<file path="config.mk">
export PLATFORM = sky130hd
export DESIGN_NAME = syn_device_flat
export DESIGN_NICKNAME = d
export VERILOG_FILES = /design/src/syn_pkg.sv /design/src/syn_if.sv /design/src/syn_sync.sv /design/src/syn_device.sv /design/src/flat_wrapper.sv
export SDC_FILE = /design/constraint.sdc
export NUM_CORES = 1
export LEC_CHECK = 0
export BUFFER_PORTS_ARGS = -buffer_cell sky130_fd_sc_hd__buf_2
export CAP_MARGIN = 0
export CORE_MARGIN = 1
export CORE_UTILIZATION = 35
export CTS_CLUSTER_DIAMETER = 30
export DETAILED_ROUTE_END_ITERATION = 8
export HOLD_SLACK_MARGIN = 0.03
export PLACE_DENSITY = 0.47
export SLEW_MARGIN = 20
export SYNTH_ARGS = -nofsm -noshare
export SYNTH_HDL_FRONTEND = slang
export SYNTH_HIERARCHICAL = 1
export SYNTH_SLANG_ARGS = --single-unit
</file>
<file path="constraint.sdc">
create_clock -name pclk -period 9.4 [get_ports pclk]
set_clock_uncertainty 0.15 [all_clocks]
set_input_delay 1.41 -clock pclk [delete_from_list [all_inputs] [get_ports pclk]]
set_output_delay 1.41 -clock pclk [all_outputs]
set_load 0.02 [all_outputs]
</file>
<file path="src/syn_pkg.sv">
// package: word layouts, tags and divider constants for the synthesizer serial load and phase logic
// assumes: one 200 MHz clock pclk, asynchronous active-low presetn
package syn_pkg;
  localparam int REF_WORD_LEN  = 16;
  localparam int DIV_WORD_LEN  = 19;
  localparam int REF_DIV_W     = 14;
  localparam int MAIN_W        = 11;
  localparam int SWAL_W        = 7;
  localparam int SHIFT_W       = 19;
  localparam int TAG_POS       = 0;
  localparam int REF_LSB       = 1;
  localparam int RATIO_POS     = 15;
  localparam int SWAL_LSB      = 1;
  localparam int MAIN_LSB      = 8;
  localparam logic TAG_REF     = 1'b1;
  localparam logic TAG_DIV     = 1'b0;
  localparam logic [7:0] PRE_BASE_LO = 8'h40;
  localparam logic [7:0] PRE_BASE_HI = 8'h80;
  localparam logic [13:0] REF_RST  = 14'h0000;
  localparam logic [10:0] MAIN_RST = 11'h000;
  localparam logic [6:0]  SWAL_RST = 7'h00;
  localparam logic        RATIO_RST = 1'b0;
  localparam int HOST_DIV      = 4;
  localparam logic [7:0] ADDR_REF  = 8'h00;
  localparam logic [7:0] ADDR_DIV  = 8'h04;
  localparam logic [7:0] ADDR_CTRL = 8'h08;
  localparam logic [7:0] ADDR_STAT = 8'h0c;
endpackage

</file>
<file path="src/syn_if.sv">
// interface: three-wire serial port, power save, polarity select between controller and device
// assumes: both ends clocked on pclk; the bench resolves the wires
interface syn_if;
  logic serial_bit_timing_in;   // shift clock
  logic serial_data;            // data line
  logic load_strobe;            // load strobe
  logic power_save_n;           // low places device in power saving
  logic phase_polarity_select;  // pump and phase polarity
  modport device (
    input serial_bit_timing_in,
    input serial_data,
    input load_strobe,
    input power_save_n,
    input phase_polarity_select
  );
  modport host (
    output serial_bit_timing_in,
    output serial_data,
    output load_strobe,
    output power_save_n,
    output phase_polarity_select
  );
endinterface

</file>
<file path="src/syn_sync.sv">
// three-flop input synchroniser; output changes once stages two and three agree
// assumes: asynchronous input, pclk domain
module syn_sync #(
  parameter logic RST_VAL = 1'b0
) (
  input  wire logic pclk,     // clock
  input  wire logic presetn,  // async reset, low
  input  wire logic d,        // raw input
  output logic      q         // filtered level
);
  logic s1;
  logic s2;
  logic s3;
  always_ff @(posedge pclk or negedge presetn)
    if (!presetn)
    begin
      s1 <= RST_VAL;
      s2 <= RST_VAL;
      s3 <= RST_VAL;
    end
    else
    begin
      s1 <= d;
      s2 <= s1;
      s3 <= s2;
    end
  always_ff @(posedge pclk or negedge presetn)
    if (!presetn)
      q <= RST_VAL;
    else if (s2 == s3)
      q <= s3;
endmodule

</file>
<file path="src/syn_device.sv">
// device end: serial shift register, latches, reference and pulse-swallow dividers, phase logic
// assumes: ref_clk_in and vco_in are sampled as pins; pump pins resolved from enables by bench
module syn_device (
  syn_if.device              port_if,        // serial programming port
  input  wire logic          pclk,           // system clock
  input  wire logic          presetn,        // async reset, low
  input  wire logic          ref_clk_in,     // reference oscillator level
  input  wire logic          vco_in,         // vco level
  output logic               pump_out_main,  // main pump drive value
  output logic               pump_main_oe_n, // main pump enable, low drives
  output logic               pump_out_gated, // gated pump drive value
  output logic               pump_gated_oe_n,// gated pump enable, low drives
  output logic               phase_ref,      // reference phase output
  output logic               phase_div,      // divider phase output
  output logic               monitor_out,    // counter monitor
  output logic               active          // high when not power saving
);
  logic sck;
  logic sdat;
  logic lat;
  logic psn;
  logic pol;
  logic rclk;
  logic vclk;
  syn_sync #(.RST_VAL(1'b0)) u_sck (.pclk(pclk), .presetn(presetn),
    .d(port_if.serial_bit_timing_in), .q(sck));
  syn_sync #(.RST_VAL(1'b0)) u_dat (.pclk(pclk), .presetn(presetn),
    .d(port_if.serial_data), .q(sdat));
  syn_sync #(.RST_VAL(1'b0)) u_lat (.pclk(pclk), .presetn(presetn),
    .d(port_if.load_strobe), .q(lat));
  syn_sync #(.RST_VAL(1'b1)) u_psn (.pclk(pclk), .presetn(presetn),
    .d(port_if.power_save_n), .q(psn));
  syn_sync #(.RST_VAL(1'b1)) u_pol (.pclk(pclk), .presetn(presetn),
    .d(port_if.phase_polarity_select), .q(pol));
  syn_sync #(.RST_VAL(1'b0)) u_ref (.pclk(pclk), .presetn(presetn),
    .d(ref_clk_in), .q(rclk));
  syn_sync #(.RST_VAL(1'b0)) u_vco (.pclk(pclk), .presetn(presetn),
    .d(vco_in), .q(vclk));

  logic                             sck_d;
  logic                             lat_d;
  logic                             rclk_d;
  logic                             vclk_d;
  logic [syn_pkg::SHIFT_W-1:0]      shreg;
  logic [4:0]                       nbits;
  logic [syn_pkg::REF_DIV_W-1:0]    ref_div;
  logic                             ratio_sel;
  logic [syn_pkg::MAIN_W-1:0]       main_cnt;
  logic [syn_pkg::SWAL_W-1:0]       swal_cnt;
  wire                              sck_rise = sck & ~sck_d;
  wire                              lat_rise = lat & ~lat_d;
  wire                              ref_tick = rclk & ~rclk_d;
  wire                              vco_tick = vclk & ~vclk_d;

  always_ff @(posedge pclk or negedge presetn)
    if (!presetn)
    begin
      sck_d  <= 1'b0;
      lat_d  <= 1'b0;
      rclk_d <= 1'b0;
      vclk_d <= 1'b0;
    end
    else
    begin
      sck_d  <= sck;
      lat_d  <= lat;
      rclk_d <= rclk;
      vclk_d <= vclk;
    end

  // shift register: no loading in power save
  always_ff @(posedge pclk or negedge presetn)
    if (!presetn)
    begin
      shreg <= '0;
      nbits <= 5'h00;
    end
    else if (psn && sck_rise)
    begin
      shreg <= {shreg[syn_pkg::SHIFT_W-2:0], sdat};
      if (nbits != 5'h1f)
        nbits <= nbits + 5'h01;
    end
    else if (psn && lat_rise)
      nbits <= 5'h00;

  // latches keep their contents through power save
  always_ff @(posedge pclk or negedge presetn)
    if (!presetn)
    begin
      ref_div   <= syn_pkg::REF_RST;
      ratio_sel <= syn_pkg::RATIO_RST;
      main_cnt  <= syn_pkg::MAIN_RST;
      swal_cnt  <= syn_pkg::SWAL_RST;
    end
    else if (psn && lat_rise)
    begin
      if (shreg[syn_pkg::TAG_POS] == syn_pkg::TAG_REF
          && nbits >= 5'(syn_pkg::REF_WORD_LEN))
      begin
        ref_div   <= shreg[syn_pkg::REF_LSB +: syn_pkg::REF_DIV_W];
        ratio_sel <= shreg[syn_pkg::RATIO_POS];
      end
      else if (shreg[syn_pkg::TAG_POS] == syn_pkg::TAG_DIV
               && nbits >= 5'(syn_pkg::DIV_WORD_LEN))
      begin
        main_cnt <= shreg[syn_pkg::MAIN_LSB +: syn_pkg::MAIN_W];
        swal_cnt <= shreg[syn_pkg::SWAL_LSB +: syn_pkg::SWAL_W];
      end
    end

  // reference divider: one pulse every ref_div reference edges
  logic [syn_pkg::REF_DIV_W-1:0] ref_cnt;
  logic                          fr_pulse;
  always_ff @(posedge pclk or negedge presetn)
    if (!presetn)
    begin
      ref_cnt  <= '0;
      fr_pulse <= 1'b0;
    end
    else if (!psn)
    begin
      ref_cnt  <= '0;
      fr_pulse <= 1'b0;
    end
    else
    begin
      fr_pulse <= 1'b0;
      if (ref_tick)
      begin
        if (ref_cnt + 14'h0001 >= ref_div)
        begin
          ref_cnt  <= '0;
          fr_pulse <= 1'b1;
        end
        else
          ref_cnt <= ref_cnt + 14'h0001;
      end
    end

  // dual-modulus prescaler and pulse-swallow counters
  logic [7:0]                pre_cnt;
  logic [syn_pkg::MAIN_W-1:0] m_cnt;
  logic [syn_pkg::SWAL_W-1:0] s_cnt;
  logic                      fp_pulse;
  logic [7:0]                base;
  logic [7:0]                modulus;
  assign base    = ratio_sel ? syn_pkg::PRE_BASE_LO : syn_pkg::PRE_BASE_HI;
  assign modulus = (s_cnt != '0) ? base + 8'h01 : base;

  always_ff @(posedge pclk or negedge presetn)
    if (!presetn)
    begin
      pre_cnt  <= 8'h00;
      m_cnt    <= '0;
      s_cnt    <= '0;
      fp_pulse <= 1'b0;
    end
    else if (!psn)
    begin
      pre_cnt  <= 8'h00;
      m_cnt    <= '0;
      s_cnt    <= '0;
      fp_pulse <= 1'b0;
    end
    else
    begin
      fp_pulse <= 1'b0;
      if (vco_tick)
      begin
        if (pre_cnt + 8'h01 >= modulus)
        begin
          pre_cnt <= 8'h00;
          if (m_cnt + 11'h001 >= main_cnt)
          begin
            m_cnt    <= '0;
            s_cnt    <= swal_cnt;
            fp_pulse <= 1'b1;
          end
          else
          begin
            m_cnt <= m_cnt + 11'h001;
            if (s_cnt != '0)
              s_cnt <= s_cnt - 7'h01;
          end
        end
        else
          pre_cnt <= pre_cnt + 8'h01;
      end
    end

  // phase-frequency detector: up on reference lead, down on divider lead
  logic up;
  logic dn;
  always_ff @(posedge pclk or negedge presetn)
    if (!presetn)
    begin
      up <= 1'b0;
      dn <= 1'b0;
    end
    else if (!psn)
    begin
      up <= 1'b0;
      dn <= 1'b0;
    end
    else if ((up | fr_pulse) && (dn | fp_pulse))
    begin
      up <= 1'b0;
      dn <= 1'b0;
    end
    else
    begin
      up <= up | fr_pulse;
      dn <= dn | fp_pulse;
    end

  always_ff @(posedge pclk or negedge presetn)
    if (!presetn)
    begin
      pump_out_main   <= 1'b0;
      pump_main_oe_n  <= 1'b1;
      pump_out_gated  <= 1'b0;
      pump_gated_oe_n <= 1'b1;
      phase_ref       <= 1'b0;
      phase_div       <= 1'b1;
      monitor_out     <= 1'b0;
      active          <= 1'b1;
    end
    else
    begin
      active      <= psn;
      monitor_out <= psn & (pol ? fr_pulse : fp_pulse);
      if (up == dn)
      begin
        phase_ref <= 1'b0;
        phase_div <= 1'b1;
      end
      else
      begin
        phase_ref <= (up ^ pol);
        phase_div <= (up ^ pol);
      end
      pump_out_main   <= up ~^ pol;
      pump_out_gated  <= up ~^ pol;
      pump_main_oe_n  <= !(psn && (up != dn));
      pump_gated_oe_n <= !(psn && lat && (up != dn));
    end
endmodule

</file>
<file path="src/flat_wrapper.sv">
// flat-port wrapper written by rule: the top's interface ports become plain ports
module syn_device_flat 
  (pclk, presetn, ref_clk_in, vco_in, pump_out_main, pump_main_oe_n, pump_out_gated, pump_gated_oe_n, phase_ref, phase_div, monitor_out, active, port_if_serial_bit_timing_in, port_if_serial_data, port_if_load_strobe, port_if_power_save_n, port_if_phase_polarity_select);
  syn_if port_if_i ();
  input  wire logic pclk;
  input  wire logic presetn;
  input  wire logic ref_clk_in;
  input  wire logic vco_in;
  output logic pump_out_main;
  output logic pump_main_oe_n;
  output logic pump_out_gated;
  output logic pump_gated_oe_n;
  output logic phase_ref;
  output logic phase_div;
  output logic monitor_out;
  output logic active;
  input wire logic [$bits(port_if_i.serial_bit_timing_in)-1:0] port_if_serial_bit_timing_in;
  input wire logic [$bits(port_if_i.serial_data)-1:0] port_if_serial_data;
  input wire logic [$bits(port_if_i.load_strobe)-1:0] port_if_load_strobe;
  input wire logic [$bits(port_if_i.power_save_n)-1:0] port_if_power_save_n;
  input wire logic [$bits(port_if_i.phase_polarity_select)-1:0] port_if_phase_polarity_select;
  assign port_if_i.serial_bit_timing_in = port_if_serial_bit_timing_in;
  assign port_if_i.serial_data = port_if_serial_data;
  assign port_if_i.load_strobe = port_if_load_strobe;
  assign port_if_i.power_save_n = port_if_power_save_n;
  assign port_if_i.phase_polarity_select = port_if_phase_polarity_select;
  syn_device u_core (.port_if(port_if_i), .pclk(pclk), .presetn(presetn), .ref_clk_in(ref_clk_in), .vco_in(vco_in), .pump_out_main(pump_out_main), .pump_main_oe_n(pump_main_oe_n), .pump_out_gated(pump_out_gated), .pump_gated_oe_n(pump_gated_oe_n), .phase_ref(phase_ref), .phase_div(phase_div), .monitor_out(monitor_out), .active(active));
endmodule
</file>
# Yosys cells after proc, flatten, opt, wreduce, memory -nomap -nowiden
# Index checks and enable logic that the tools add are counted.
[totals]
mem_bits_ro = 0
in_bits = 9
word_cells = 145
ff_bits = 140
latch_bits = 0
output_inout_bits = 8
ram_bits = 0
n_memories = 0
[classes]
magnitude_cmp = 5
multipliers = 0
addsub = 6
eq_ne = 15
shifts = 0
reduce_logical = 17
mux = 34
div = 0
n_bitwise = 15
[ops]
columns = ["op", "n"]
rows = [
  ["11-bit 2-to-1 mux", 4],
  ["14-bit 2-to-1 mux", 3],
  ["8-bit 2-to-1 mux", 5],
  ["7-bit 2-to-1 mux", 5],
  ["8-bit by 1-bit adder with 8-bit output (second input constant)", 2],
  ["5-bit 2-to-1 mux", 3],
  ["14-bit by 1-bit adder with 14-bit output (second input constant)", 1],
  ["14-bit >= comparator", 1],
  ["1-bit 2-to-1 mux", 14],
  ["11-bit by 1-bit adder with 11-bit output (second input constant)", 1],
  ["11-bit >= comparator", 1],
  ["5-bit >= comparator (second input constant)", 2],
  ["1-bit equality test", 8],
  ["8-bit >= comparator", 1],
  ["1-bit logical AND", 8],
  ["7-bit nonzero test", 1],
  ["7-bit by 1-bit subtractor with 7-bit output (second input constant)", 1],
  ["2-bit by 1-bit != test with 1-bit output (second input constant)", 3],
  ["1-bit NOT", 6],
  ["2-bit AND reduction", 3],
  ["3-bit AND reduction", 2],
  ["5-bit by 1-bit adder with 5-bit output (second input constant)", 1],
  ["1-bit AND", 5],
  ["5-bit != test (second input constant)", 1],
  ["other kinds (8)", 10],
]

# Logic depth before layout (Yosys ltp)
[logic_depth]
ltp_word = 7
mapped_depth = 15
mapped_depth_nobuf = 12

# Cells and area by module
# The synthesis kept the hierarchy.
[by_module_without_submodules]
columns = ["mod", "seq_area_each_um2", "area_per_inst_um2", "cells_each", "n_inst"]
rows = [
  ["syn_device", 2807.7, 5720.5, 512, 1],
  ["syn_sync (u_core.u_dat ...)", 100.1, 111.4, 5, 5],
  ["syn_sync (u_core.u_pol ...)", 105.1, 116.4, 5, 2],
]

# Worst setup path after synthesis
# OpenSTA, ideal clock, no wires.
[synth_path]
kind = "register -> register"
start = "reg u_core/s_cnt[0] (netlist name)"
end = "reg u_core/m_cnt[10] (netlist name)"
setup_time_ns = 0.122
slack_ns = 5.929
period_less_slack_ns = 3.471
stages_incl_launch_ff = 13
path_buffers = 1
arrival_ns = 3.200
required_time_ns = 9.128
path_cell_list = "dfrtp_1 inv_1 ha_1 nand2_1 nor4_1 inv_1 ha_1 or4b_1 a211oi_2 o2111a_2 nor3_4 buf_6 a32o_1"
[synth_between]
elab_chain_len = 5
[synth_lines]
columns = ["item", "line", "source"]
rows = [
  ["from (decl)", "syn_device.sv:144", "logic [syn_pkg::SWAL_W-1:0] s_cnt;"],
  ["from (signal assigned)", "syn_device.sv:177", "s_cnt <= swal_cnt;"],
  ["from (signal assigned)", "syn_device.sv:184", "s_cnt <= s_cnt - 7'h01;"],
  ["7-bit nonzero test", "syn_device.sv:149", "assign modulus = (s_cnt != '0) ? base + 8'h01 : base;"],
  ["8-bit 2-to-1 mux", "syn_device.sv:149", ""],
  ["8-bit >= comparator", "syn_device.sv:171", "if (pre_cnt + 8'h01 >= modulus)"],
  ["2-bit by 1-bit != test with 1-bit output (no line)", "n/a", ""],
  ["2-bit AND reduction (no line)", "n/a", ""],
  ["to (signal assigned)", "syn_device.sv:182", "m_cnt <= m_cnt + 11'h001;"],
  ["to (decl)", "syn_device.sv:143", "logic [syn_pkg::MAIN_W-1:0] m_cnt;"],
]
# Every way passes these cells.
# A chain may end at the register's enable or synchronous reset.

# Worst setup path after layout
[layout_path]
start = "reg u_core/s_cnt[0] (netlist name)"
end = "reg u_core.pre_cnt[5]"
[layout_between]
elab_chain_len = 6
[layout_lines]
columns = ["item", "line", "source"]
rows = [
  ["7-bit nonzero test", "syn_device.sv:149", ""],
  ["8-bit 2-to-1 mux", "syn_device.sv:149", ""],
  ["8-bit >= comparator", "syn_device.sv:171", ""],
  ["8-bit 2-to-1 mux", "syn_device.sv:171", ""],
  ["8-bit 2-to-1 mux", "syn_device.sv:169", "if (vco_tick)"],
  ["8-bit 2-to-1 mux", "syn_device.sv:159", "else if (!psn)"],
  ["to (signal assigned)", "syn_device.sv:188", "pre_cnt <= pre_cnt + 8'h01;"],
  ["to (decl)", "syn_device.sv:142", "logic [7:0] pre_cnt;"],
]
# Every way passes these cells. The select of a mux whose other input is x is not followed.

==> flow_summary.yaml <==
critical_path:
  crit_type: "reg2reg"
  path_cells: "inv_1, ha_1, nand2_1, nor4_1, inv_1, ha_1, or4b_1, a211oi_2, o2111ai_2, a21oi_1, o21ai_1, a31oi_1"
  cp-startpoint: "u_core/s_cnt[0]"
  slowest_delay_ns: 0.82
  cp-start-kind: "flip-flop"
  cp_max_fo: 11
  arrival_ns: 4.54
  cp_slowest_cell: "nor4_1"
  required_ns: 9.58
  cp_top_family: "compound AO/OA/AOI/OAI gates"
  r2r-start: "u_core/s_cnt[0]"
  critPathCaptureType: "flip-flop"
  cp_num_buf_inv: 2
grt:
  grt_pass1_vias: 4120
  grt_max_degree: 77
  grtUsageTotal: 0.142
  grt_overflow: 0
  grt_pass1_wl_um: 21300
  antenna_found_initial: 0
power:
  totalPowerFinal_uw: 1470
  p_per_area_mw_per_mm2: 197
  vdd_ir_drop_max_v: 0.000155
  p_leak_uw: 0.00346
logic_synthesis:
  synth_top_area_frac: 0.492
  yosysTopAreaCell: "dfrtp_1"
  synth-main-ff-cell: "dfrtp_1"
  ys_seq_elements: 140
  yosys.cell_count.top_type: "dfrtp_1"
  yosysWarnings: 6
  synthTopCellsByCount: "128 x dfrtp_1, 47 x mux2_2, 34 x ha_1, 33 x inv_1, 31 x nand2_1"
  syn_inst: 547
  synth.cell_area_sq_mm: 0.00651
  async_flop_share: 1.00
  synth_edf_count: 0
  avgSynthCellArea_sq_um: 11.9
  synth_cell_types: 64
  synth_area_leaders: "dfrtp_1 49%, mux2_2 8.1%, ha_1 6.5%"
  seq_area_frac_synth: 0.540
  syn-num-nets: 590
die:
  start_util: 0.360
  die_h_um: 138
  num_io_pins: 17
  rows: 49
  die_width_um: 138
  coreArea_sq_mm: 0.0181
  die_area_sq_mm: 0.0191
sta:
  setup_violations: 0
  grt_setup_unrepaired: "no"
  worst_slack_ns: 5.05
  setup_tns_ns: 0
  post-route-period-util: 0.463
  drv_slew: 0
  relSlewSlack: 0.286
  max_freq_mhz: 230
  hold_viol_final: 0
  worst_slew_pin_slew_ns: 1.06
  min_period_ns: 4.35
place:
  placedCellCount: 780
  dpl_worst_slack_ns: 5.07
  gp_congestion: 0.750
  place_area_sq_mm: 0.00684
  place_hpwl_um: 8480
  port_buffers: 16
clock_tree:
  cts_sinks: 140
  cts.clk_slew.worst_paths_ns: 0.06
  clock_latency_ns: 0.41
  root_buffer: "clkbuf_16"
  numCtsBuffers: 17
  cts_tree: "built"
  ctsLongestPathBuffers: 2
  cts_resized: 0
  ctsHoldBuffers: 0
  h-tree-depth: 4
  post-cts-setup-buffers: 0
cells_and_area:
  areaGrowthSynthToFinish_pct: 14.6
  diodes: 0
  drive_above_1_share: 0.225
  fin_area_sq_mm: 0.00746
  multi_input_area_sq_mm: 0.00278
  nets: 613
  instances_no_fill: 811
  nFillCells: 1666
  seqCellArea_sq_mm: 0.00352
drt:
  wl_per_cell_um: 15.7
  dr_total_vias: 4205
  drt-pass1-iter-count: 6
  via_per_inst: 5.18
  ant_nets: 0
  drcViolationCount: 2
  wl_um: 12700
  drtIter0Drc: 218
job:
  cap_viol_max_count: 0
status:
  outcome: "finished with violations"
  violations: "DRC"
hold_path:
  hp-class: "reg2reg"
  hold_start: "u_core/u_vco/s1"
final timing paths:
kind	endpoint	slack, ns	cells after the start
hold reg to reg	u_core/u_vco/s2	0.20	0
setup / recovery	u_core/pre_cnt[5]	5.05	12
setup reg to reg	u_core/pre_cnt[5]	5.05	12
hold / removal	u_core/u_vco/s2	0.20	0
max in group asynchronous	u_core/main_cnt[8]	6.90	2
min in group asynchronous	u_core/ref_cnt[13]	0.83	1
sequential cells by signal, summed over array words and instances (netlist names), 5 cells and up:
name / cells
u_core/swal_cnt: 7
u_core/nbits: 5
u_core/ref_div: 14
u_core/m_cnt: 11
u_core/main_cnt: 11
u_core/ref_cnt: 14
u_core/s_cnt: 7
u_core/pre_cnt: 8
u_core/shreg: 19
cell families (layout without fill, tap and decap cells):
family / after synthesis / count (layout) / synth area share
AO/OA/AOI/OAI: 117 / 117 / 0.122
XOR/XNOR: 26 / 26 / 0.0350
adder cells (fa/ha/maj): 41 / 41 / 0.0775
buffers and inverters: 50 / 85 / 0.0327
flip-flops: 140 / 140 / 0.540
multiplexers: 55 / 55 / 0.0944
AND/OR/NAND/NOR: 118 / 118 / 0.0984
metrics by stage:
stage,utilization,hold slack (ns)
floorplan,-,0.181
global placement,0.378,0.182
global route,0.413,0.205
finish,0.413,0.198
detailed placement,0.378,0.185
CTS,0.413,0.199
report_power, final:
| group | internal [uW] | total (uW) | switching [uW] |
|---|---|---|---|
| Sequential | 641 | 676 | 35.3 |
| Combinational | 35.7 | 79.8 | 44.0 |
| Clock | 452 | 713 | 261 |
layout make-up:
class,count,area share
Clock buffer,18,0.0588
Tap cell,229,0.0384
Sequential cell,140,0.471
Inverter,33,0.0166
Timing Repair Buffer,21,0.0166
Multi-Input combinational cell,357,0.373
Clock inverter,13,0.0253
layout by cell type, fill, tap and decap left out, types with 3 or more instances in the layout:
| master | n |
|---|---|
| maj3_2 | 7 |
| nand3_1 | 18 |
| clkbuf_16 | 17 |
| a31oi_1 | 18 |
| xnor2_1 | 14 |
| mux2_2 | 47 |
| o21ai_0 | 27 |
| nand2b_1 | 7 |
| a21o_1 | 3 |
| a32o_1 | 5 |
| dfstp_2 | 12 |
| nor4_1 | 3 |
| inv_1 | 33 |
| xor2_1 | 12 |
| nand4_1 | 3 |
| nand2_1 | 31 |
| nor2b_1 | 6 |
| o22ai_1 | 3 |
| and3_1 | 12 |
| mux2i_1 | 7 |
| or3_1 | 3 |
| dfrtp_1 | 128 |
| ha_1 | 34 |
| nand3b_1 | 5 |
| inv_6 | 3 |
| bufinv_16 | 4 |
| buf_4 | 5 |
| buf_2 | 15 |
| a22o_1 | 14 |
| nor3_1 | 3 |
| a21oi_1 | 24 |
| nor2_1 | 16 |
routing by layer:
metal | GRT usage | routed length [um] | vias up | share of wire
met5 | 0 | 0 | - | 0
met4 | 0.0373 | 93 | 0 | 0.0073
met3 | 0.0412 | 433 | 5 | 0.034
met2 | 0.223 | 5880 | 48 | 0.46
met1 | 0.192 | 6310 | 2115 | 0.50
li1 | - | - | 2037 | -
(Power assumes the default switching activity.)
